[config.mk]
export PLATFORM = sky130hd
export DESIGN_NAME = seh_top
export DESIGN_NICKNAME = d
export VERILOG_FILES = /design/src/include/seh_pkg.sv /design/src/include/seh_if.sv /design/src/hw/seh_hold_ctl.sv /design/src/hw/seh_top.sv
export SDC_FILE = /design/constraint.sdc
export NUM_CORES = 1
export LEC_CHECK = 0
export BUFFER_PORTS_ARGS = -buffer_cell sky130_fd_sc_hd__buf_2
export CELL_PAD_IN_SITES_DETAIL_PLACEMENT = 1
export CELL_PAD_IN_SITES_GLOBAL_PLACEMENT = 1
export CORE_AREA = 2 2 82 92
export CTS_CLUSTER_SIZE = 40
export DETAILED_ROUTE_END_ITERATION = 6
export DIE_AREA = 0 0 84 94
export HOLD_SLACK_MARGIN = 0.08
export PLACE_DENSITY_LB_ADDON = 0.08
export SYNTH_ARGS = -nofsm -noshare
export SYNTH_HDL_FRONTEND = slang
export SYNTH_HIERARCHICAL = 1
export SYNTH_SLANG_ARGS = --single-unit
export TNS_END_PERCENT = 5
[constraint.sdc]
create_clock -name clk -period 4 [get_ports clk]
set_clock_uncertainty 0.1 [all_clocks]
set_input_delay 0.8 -clock clk [delete_from_list [all_inputs] [get_ports clk]]
set_output_delay 0.8 -clock clk [all_outputs]
set_load 0.005 [all_outputs]
[src/include/seh_pkg.sv]
// constants for the hold and low-supply protect logic
package seh_pkg;
  localparam int         CLK_PERIOD_NS  = 10;
  localparam int         T_WRITE_NS     = 5000000;
  localparam int         WRITE_CYCLES   = T_WRITE_NS / CLK_PERIOD_NS;
  localparam int         BIT_W          = 3;
  localparam int         BYTE_W         = 4;
  localparam logic [2:0] BIT_LAST       = 3'h7;
  localparam logic [3:0] BYTE_MAX       = 4'hF;
  localparam logic [3:0] BYTES_CMD      = 4'h1;
  localparam logic [3:0] BYTES_SR_WRITE = 4'h2;
  localparam logic [3:0] BYTES_WRITE    = 4'h4;
  localparam logic [7:0] OP_WR_ENABLE   = 8'h06;
  localparam logic [7:0] OP_WR_DISABLE  = 8'h04;
  localparam logic [7:0] OP_RDSR        = 8'h05;
  localparam logic [7:0] OP_SR_WRITE    = 8'h01;
  localparam logic [7:0] OP_WRITE       = 8'h02;
  localparam int         SR_WIP         = 0;
  localparam int         SR_LATCH       = 1;
  localparam int         SR_BP0         = 2;
  localparam int         SR_BP1         = 3;
  localparam int         SR_SRWD        = 7;
  localparam logic [7:0] SR_RESET       = 8'h00;
  typedef enum logic [1:0] {
    SEH_IDLE,
    SEH_BUSY_ARRAY,
    SEH_BUSY_SR
  } seh_wr_e;
endpackage

[src/include/seh_if.sv]
// link signals shared between the core and the pause controller
`timescale 1ns/1ns
interface seh_if;
  logic cs_n_s;
  logic sck_s;
  logic hold_n_s;
  logic paused;
  logic sck_rise;
  logic sck_fall;
  modport ctl (input cs_n_s, input sck_s, input hold_n_s, output paused, output sck_rise, output sck_fall);
  modport core (output cs_n_s, output sck_s, output hold_n_s, input paused, input sck_rise, input sck_fall);
endinterface

[src/hw/seh_hold_ctl.sv]
// pause controller: tracks the hold state and gates serial clock edges
`timescale 1ns/1ns
module seh_hold_ctl (
  input wire logic clk,
  input wire logic rst_n,
  seh_if.ctl       lk
);
  logic sck_q;
  logic paused_q;
  logic paused_d;

  // pause follows hold only while sck is low, so a change made with sck high waits for its fall
  assign paused_d    = lk.cs_n_s ? 1'b0 : (!lk.sck_s ? !lk.hold_n_s : paused_q);
  assign lk.paused   = paused_q;
  // edges seen during a pause never reach the core
  assign lk.sck_rise = lk.sck_s & ~sck_q & ~paused_d;
  assign lk.sck_fall = ~lk.sck_s & sck_q & ~paused_d;

  always_ff @(posedge clk) begin
    if (!rst_n) begin
      sck_q    <= 1'b0;
      paused_q <= 1'b0;
    end else begin
      sck_q    <= lk.sck_s;
      paused_q <= paused_d;
    end
  end

  a_hold_sck_low: assert property (@(posedge clk) disable iff (!rst_n)
    (!lk.sck_s && !lk.cs_n_s) |=> (lk.paused == !$past(lk.hold_n_s)))
    else $error("pause did not follow hold with sck low");
  a_hold_sck_high: assert property (@(posedge clk) disable iff (!rst_n)
    (lk.sck_s && $past(lk.sck_s) && !lk.cs_n_s && $past(!lk.cs_n_s)) |-> $stable(lk.paused))
    else $error("pause changed while sck high");
  a_pause_no_edge: assert property (@(posedge clk) disable iff (!rst_n)
    (lk.paused && !lk.cs_n_s && !lk.sck_s) |=> (lk.paused || !lk.sck_fall))
    else $error("clock edge passed during pause");
  c_hold_enter: cover property (@(posedge clk) disable iff (!rst_n) !lk.paused ##1 lk.paused);
endmodule // seh_hold_ctl

[src/hw/seh_top.sv]
// serial memory interface core with pause control and low-supply write lockout
`timescale 1ns/1ns
// Overview of operation
// - during a pause the serial output is released to high impedance
// - during a pause serial clock and data input are ignored
// - chip select raised during a pause ends the transaction with no write
// - hold falling with clock low starts the pause at once
// - hold rising with clock low ends the pause at once
// - hold falling with clock high starts the pause at next clock fall
// - hold rising with clock high ends the pause at next clock fall
// - power-up or supply drop aborts any array or status write
// - power-up or supply drop clears the write enable latch
// - no write ever starts while chip select stays high
// - serial output drives high, low or floats
module seh_top #(
  parameter int WRITE_CYCLES = seh_pkg::WRITE_CYCLES
) (
  input  wire logic       clk,
  input  wire logic       rst_n,
  input  wire logic       cs_n,
  input  wire logic       sck,
  input  wire logic       si,
  input  wire logic       hold_n,
  input  wire logic       supply_low,
  output logic            so_o,
  output logic            so_oe_n,
  output logic            write_enable_latch,
  output logic            write_busy,
  output logic            write_start,
  output logic            write_abort,
  output logic [7:0]      status
);
  localparam int WTW = $clog2(WRITE_CYCLES + 1);
  // pins at their idle levels, so the sck edge finder sees no false edge after reset
  localparam logic [4:0] PIN_IDLE = 5'h0D;

  seh_if lk ();

  // two-stage synchronisers; stage one feeds stage two only
  logic [4:0] sync1_q;
  logic [4:0] sync2_q;
  logic       si_s;
  logic       low_s;
  logic       cs_prev_q;

  logic [7:0]             shift_q;
  logic [seh_pkg::BIT_W-1:0]  bits_q;
  logic [seh_pkg::BYTE_W-1:0] bytes_q;
  logic [7:0]             opcode_q;
  logic [7:0]             out_q;
  logic                   out_on_q;
  logic                   so_q;
  logic                   we_latch_q;
  logic [7:0]             sr_q;
  logic [7:0]             sr_new_q;
  logic [WTW-1:0]         timer_q;
  seh_pkg::seh_wr_e       wr_q;
  logic                   start_q;
  logic                   abort_q;

  assign lk.cs_n_s   = sync2_q[0];
  assign lk.sck_s    = sync2_q[1];
  assign lk.hold_n_s = sync2_q[3];
  assign si_s        = sync2_q[2];
  assign low_s       = sync2_q[4];

  seh_hold_ctl u_hold (
    .clk   (clk),
    .rst_n (rst_n),
    .lk    (lk)
  );

  // decode
  wire       cs_rise    = lk.cs_n_s & ~cs_prev_q;
  wire       byte_done  = lk.sck_rise && (bits_q == seh_pkg::BIT_LAST);
  wire [7:0] byte_in    = {shift_q[6:0], si_s};
  wire       idle       = (wr_q == seh_pkg::SEH_IDLE);
  wire       aligned    = (bits_q == '0);
  // a write starts only on the rising chip select of a complete, unpaused frame
  wire       go_array   = cs_rise && !lk.paused && idle && we_latch_q && aligned &&
                          (opcode_q == seh_pkg::OP_WRITE) && (bytes_q >= seh_pkg::BYTES_WRITE);
  wire       go_sr      = cs_rise && !lk.paused && idle && we_latch_q && aligned &&
                          (opcode_q == seh_pkg::OP_SR_WRITE) && (bytes_q == seh_pkg::BYTES_SR_WRITE);
  wire       timer_done = !idle && (timer_q == '0);
  wire [7:0] sr_view    = {sr_q[7:2], we_latch_q, !idle};

  assign so_o               = so_q;
  assign so_oe_n            = lk.cs_n_s | lk.paused | ~out_on_q;
  assign write_enable_latch = we_latch_q;
  assign write_busy         = !idle;
  assign write_start        = start_q;
  assign write_abort        = abort_q;
  assign status             = sr_view;

  always_ff @(posedge clk) begin
    if (!rst_n) begin
      sync1_q   <= PIN_IDLE;
      sync2_q   <= PIN_IDLE;
      cs_prev_q <= 1'b1;
    end else begin
      sync1_q   <= {supply_low, hold_n, si, sck, cs_n};
      sync2_q   <= sync1_q;
      cs_prev_q <= lk.cs_n_s;
    end
  end

  // serial shifter; cleared while cs is high or supply is low, else frozen whenever no gated edge arrives, so a pause leaves it intact
  always_ff @(posedge clk) begin
    if (!rst_n || lk.cs_n_s || low_s) begin
      shift_q <= 8'h00;
      bits_q  <= '0;
      bytes_q <= '0;
    end else if (lk.sck_rise) begin
      shift_q <= byte_in;
      bits_q  <= bits_q + 1'b1;
      if (byte_done && bytes_q != seh_pkg::BYTE_MAX) begin
        bytes_q <= bytes_q + 1'b1;
      end
    end
  end

  // opcode and status capture
  always_ff @(posedge clk) begin
    if (!rst_n) begin
      opcode_q <= 8'h00;
      sr_new_q <= seh_pkg::SR_RESET;
    end else if (lk.cs_n_s) begin
      opcode_q <= 8'h00;
    end else if (byte_done && bytes_q == '0) begin
      opcode_q <= byte_in;
    end else if (byte_done && bytes_q == seh_pkg::BYTES_CMD) begin
      sr_new_q <= byte_in;
    end
  end

  // status readout shifts on falling edges; reloaded each byte for repeated reads
  always_ff @(posedge clk) begin
    if (!rst_n || lk.cs_n_s) begin
      out_q    <= 8'h00;
      out_on_q <= 1'b0;
      so_q     <= 1'b0;
    end else if (byte_done && (out_on_q || (bytes_q == '0 && byte_in == seh_pkg::OP_RDSR))) begin
      out_q    <= sr_view;
      out_on_q <= 1'b1;
    end else if (lk.sck_fall && out_on_q) begin
      so_q  <= out_q[7];
      out_q <= {out_q[6:0], 1'b0};
    end
  end

  // write enable latch; the supply detector acts first and wins over everything
  always_ff @(posedge clk) begin
    if (!rst_n || low_s) begin
      we_latch_q <= 1'b0;
    end else if (timer_done) begin
      we_latch_q <= 1'b0;
    end else if (cs_rise && !lk.paused && idle && aligned && bytes_q == seh_pkg::BYTES_CMD) begin
      if (opcode_q == seh_pkg::OP_WR_ENABLE) begin
        we_latch_q <= 1'b1;
      end else if (opcode_q == seh_pkg::OP_WR_DISABLE) begin
        we_latch_q <= 1'b0;
      end
    end
  end

  // write timer; status bits change only when a status write completes
  always_ff @(posedge clk) begin
    if (!rst_n) begin
      wr_q    <= seh_pkg::SEH_IDLE;
      timer_q <= '0;
      sr_q    <= seh_pkg::SR_RESET;
      start_q <= 1'b0;
      abort_q <= 1'b0;
    end else begin
      start_q <= 1'b0;
      abort_q <= 1'b0;
      if (low_s) begin
        abort_q <= !idle;
        wr_q    <= seh_pkg::SEH_IDLE;
        timer_q <= '0;
      end else begin
        case (wr_q)
          seh_pkg::SEH_IDLE: begin
            if (go_array || go_sr) begin
              wr_q    <= go_sr ? seh_pkg::SEH_BUSY_SR : seh_pkg::SEH_BUSY_ARRAY;
              timer_q <= WTW'(WRITE_CYCLES - 1);
              start_q <= 1'b1;
            end
          end
          seh_pkg::SEH_BUSY_ARRAY, seh_pkg::SEH_BUSY_SR: begin
            if (timer_done) begin
              if (wr_q == seh_pkg::SEH_BUSY_SR) begin
                sr_q[seh_pkg::SR_SRWD] <= sr_new_q[seh_pkg::SR_SRWD];
                sr_q[seh_pkg::SR_BP1]  <= sr_new_q[seh_pkg::SR_BP1];
                sr_q[seh_pkg::SR_BP0]  <= sr_new_q[seh_pkg::SR_BP0];
              end
              wr_q <= seh_pkg::SEH_IDLE;
            end else begin
              timer_q <= timer_q - 1'b1;
            end
          end
          default: wr_q <= seh_pkg::SEH_IDLE;
        endcase
      end
    end
  end

  a_so_paused_float: assert property (@(posedge clk) disable iff (!rst_n)
    lk.paused |-> so_oe_n)
    else $error("serial output driven during pause");
  a_so_desel_float: assert property (@(posedge clk) disable iff (!rst_n)
    lk.cs_n_s |-> so_oe_n)
    else $error("serial output driven while deselected");
  a_supply_abort: assert property (@(posedge clk) disable iff (!rst_n)
    (low_s && !idle) |=> (write_abort && !write_busy))
    else $error("write survived a supply drop");
  a_supply_wel_clear: assert property (@(posedge clk) disable iff (!rst_n)
    low_s |=> !write_enable_latch)
    else $error("write enable latch survived a supply drop");
  a_pause_freeze: assert property (@(posedge clk) disable iff (!rst_n)
    (lk.paused && !lk.cs_n_s && !low_s) |=> ($stable(shift_q) && $stable(bits_q) && $stable(bytes_q)))
    else $error("shifter moved during pause");
  a_start_on_deselect: assert property (@(posedge clk) disable iff (!rst_n)
    write_start |-> ($past(lk.cs_n_s) && $past(cs_rise) && $past(we_latch_q)))
    else $error("write started without a chip select release");
  a_paused_release: assert property (@(posedge clk) disable iff (!rst_n)
    (cs_rise && lk.paused) |=> !write_start)
    else $error("write started from a paused frame");
  c_array_write: cover property (@(posedge clk) disable iff (!rst_n)
    write_start && wr_q == seh_pkg::SEH_BUSY_ARRAY);
  c_status_write: cover property (@(posedge clk) disable iff (!rst_n)
    write_start ##1 wr_q == seh_pkg::SEH_BUSY_SR);
  c_supply_abort: cover property (@(posedge clk) disable iff (!rst_n) write_abort);
  c_pause_release: cover property (@(posedge clk) disable iff (!rst_n) cs_rise && lk.paused);
endmodule // seh_top

==> flow_summary_export.csv <==
group,metric,value,unit
global_routing,grt_max_degree,23,
worst_hold_path,holdCritPathClass,"reg2reg",
sta,fin_tns_setup,0,ns
floorplanning,die_h,94,um
routing,via_per_inst,5.75,
floorplanning,rows,32,
power_and_ir_drop,seqPwrFrac,0.542,
sta,fin_crit_sh,0.796,
routing,postRouteAntennaNets,0,
synth,yosysUniqueCellTypes,63,
clock_network,clkLatencyLatePin,0.36,ns
synth,async_reset_ff_frac,0,
clock_network,postCtsHoldBufs,0,
synth,synthFlopType,"dfxtp_1",
clock_network,cts_buffers,9,
floorplanning,coreArea,6930,um2
sta,slew_headroom,0.398,
sta,fmaxAchievable,314,MHz
global_routing,grt_pass1_wl,13200,um
sta,drv_slew,0,
finish,diodes,0,
setup_path,required,4.15,ns
status,status,"complete, no violations",
clock_network,clock_path_buffers,2,
placed_design,hpwl,5450,um
routing,vias,2661,
synth,yosysWarnings,6,
synth,syn_area,3480,um2
routing,drc_errors,0,
flow_run,maxCapViolCount,0,
placed_design,gp_congestion,0.788,
power_and_ir_drop,sw_frac_of_total,0.238,
synth,synth_seq_area_share,0.431,
setup_path,slowest_stage,"a221oi_4",
setup_path,end_kind,"register",
finish,drive_gt1_frac,0.140,
setup_path,max_stage_delay,0.70,ns
setup_path,cp.arrival,3.34,ns
power_and_ir_drop,intPower,1.06,mW
setup_path,cp_cell_sequence,"inv_1 > ha_1 > or4bb_1 > nor4_4 > o21ai_2 > a221oi_4 > a21oi_1 > a311oi_1",
floorplanning,pin_count,21,
power_and_ir_drop,pwr_density_cell,369,nW/um2
setup_path,crit_type,"reg2reg",
global_routing,grt_pass1_vias,2692,
setup_path,startpoint_type,"register",
power_and_ir_drop,p_comb_frac,0.021,
floorplanning,die_w,84,um
routing,wl_per_cell,16.5,um
clock_network,cts_setup_buffers,0,
floorplanning,start_util,0.502,
global_routing,track_usage,0.211,
sta,setup_viol,0,
power_and_ir_drop,ir_worst_vdd,0.000317,V
clock_network,htreeDepth,3,
finish,fin_nets,391,
global_routing,antenna_found_initial,0,
synth,avgSynthCellArea,9.56,um2
synth,syn_inst,364,
floorplanning,die_area,7900,um2
power_and_ir_drop,power.share.clock,0.437,
power_and_ir_drop,p_sw,331,uW
synth,ys_ff_latch,75,
placed_design,placedCellCount,447,
finish,finalNonFillerCells,463,
setup_path,crit_buf_inv,1,
clock_network,cts_resized,0,
routing,firstDrtPassIters,5,
synth,synth-edff-count,0,
clock_network,cts_tree,"built",
placed_design,io_buffers,17,
sta,period_minus_slack,3.19,ns
global_routing,overflow,0,
finish,area_growth,8.41,%
routing,drt_iter0_markers,77,
sta,hold_violations,0,
clock_network,clk_pin_slew,0.08,ns
sta,worst_slew_pin_slew,0.903,ns
power_and_ir_drop,p_leak,1.47,nW
routing,wl,7630,um
setup_path,crit_family,"compound AO/OA/AOI/OAI gates",
setup_path,critPathMaxFanout,15,
sta,rsz0062_at_grt,"no",
clock_network,cts_root_buffer,"clkbuf_8",
clock_network,numClockSinks,75,
-- cell usage in the layout, fill, tap and decap left out, types with 5 or more instances in the layout --
master	n
ha_1	11
buf_2	17
dfxtp_1	75
nand2b_1	16
nor2b_1	9
nand2_1	17
and2_1	5
clkbuf_8	9
a311oi_1	9
nor4_1	8
or3_1	5
inv_1	12
a21oi_1	19
mux2i_1	26
nor3_1	9
nor2_1	46
-- per-layer routing --
metal / share of wire / global-route usage / vias to the layer above
met5: 0 / 0 / -
met4: 0.018 / 0.0833 / 0
met3: 0.024 / 0.0395 / 9
met2: 0.51 / 0.377 / 29
met1: 0.44 / 0.251 / 1296
li1: - / - / 1327
-- kinds of logic after synthesis --
group           share of synthesized area
compound gates                      0.153
xor+xnor                          0.00504
fa+ha+maj                          0.0396
buf+inv                            0.0489
flops                               0.431
mux                                0.0748
other cells                       0.00108
simple gates                        0.246
-- Yosys cell counts (all sizes together) (6+ instances only) --
cell type   n  share of area
dfxtp      75           0.43
nor2b       9          0.016
inv        12          0.013
clkbuf     12          0.013
nor2       46          0.050
nand2      17          0.018
nand2b     16          0.029
nor3       11          0.019
o21ai       7          0.011
or3         7          0.015
buf        10          0.023
a311oi      9          0.023
mux2i      26          0.075
and2        6          0.011
nor4       10          0.027
ha         11          0.040
a21oi      20          0.030
-- power groups by stage --
stage	clock (mW)	sequential, mW	combinational, mW
finish	0.607	0.754	0.0295
global route	0.659	0.755	0.0333
CTS	0.624	0.754	0.0303
detailed placement	0	0.772	0.0300
global placement	0	0.771	0.0296
floorplan	0	0.771	0.0238
-- per-stage QoR --
| stage | power [mW] | setup WS [ns] | hold WS, ns | cell area [um2] | util |
|---|---|---|---|---|---|
| floorplan | 0.795 | 1.59 | 0.286 | 3490 | - |
| global placement | 0.801 | 0.921 | 0.294 | 3570 | 0.515 |
| detailed placement | 0.802 | 0.833 | 0.297 | 3570 | 0.515 |
| CTS | 1.41 | 0.815 | 0.316 | 3770 | 0.545 |
| global route | 1.45 | 0.538 | 0.340 | 3770 | 0.545 |
| finish | 1.39 | 0.814 | 0.310 | 3770 | 0.545 |
-- worst paths after layout --
kind                    from         end  slack (ns)  cells after the start
setup / recovery     wr_q[0]  timer_q[3]        0.81                      8
hold reg to reg   sync1_q[2]  sync2_q[2]        0.31                      1
setup reg to reg     wr_q[0]  timer_q[3]        0.81                      8
hold / removal    sync1_q[2]  sync2_q[2]        0.31                      1
-- worst register-to-register path, stage by stage, from the launching register on --
cell and delay [ns]:
dfxtp_1 0.32, inv_1 0.10, ha_1 0.50, or4bb_1 0.49, nor4_4 0.31, o21ai_2 0.15, a221oi_4 0.70, a21oi_1 0.15
a311oi_1 0.27
-- flip-flops by register name (all words and copies together), names as in the netlist, 4 cells and up --
| register | count |
|---|---|
| bytes_q | 4 |
| opcode_q | 8 |
| out_q | 8 |
| shift_q | 7 |
| sync1_q | 5 |
| sync2_q | 5 |
| timer_q | 19 |
-- final cells by class --
cell class                      count  area [um2]
Inverter                           12        45.0
Tap cell                           85         106
Clock inverter                      7        82.6
Sequential cell                    75        1500
Clock buffer                        9         124
Multi-Input combinational cell    257        1820
Fill cell                         808        3150
Timing Repair Buffer               18        92.6
Note: power is estimated with default switching activity, not from simulation.
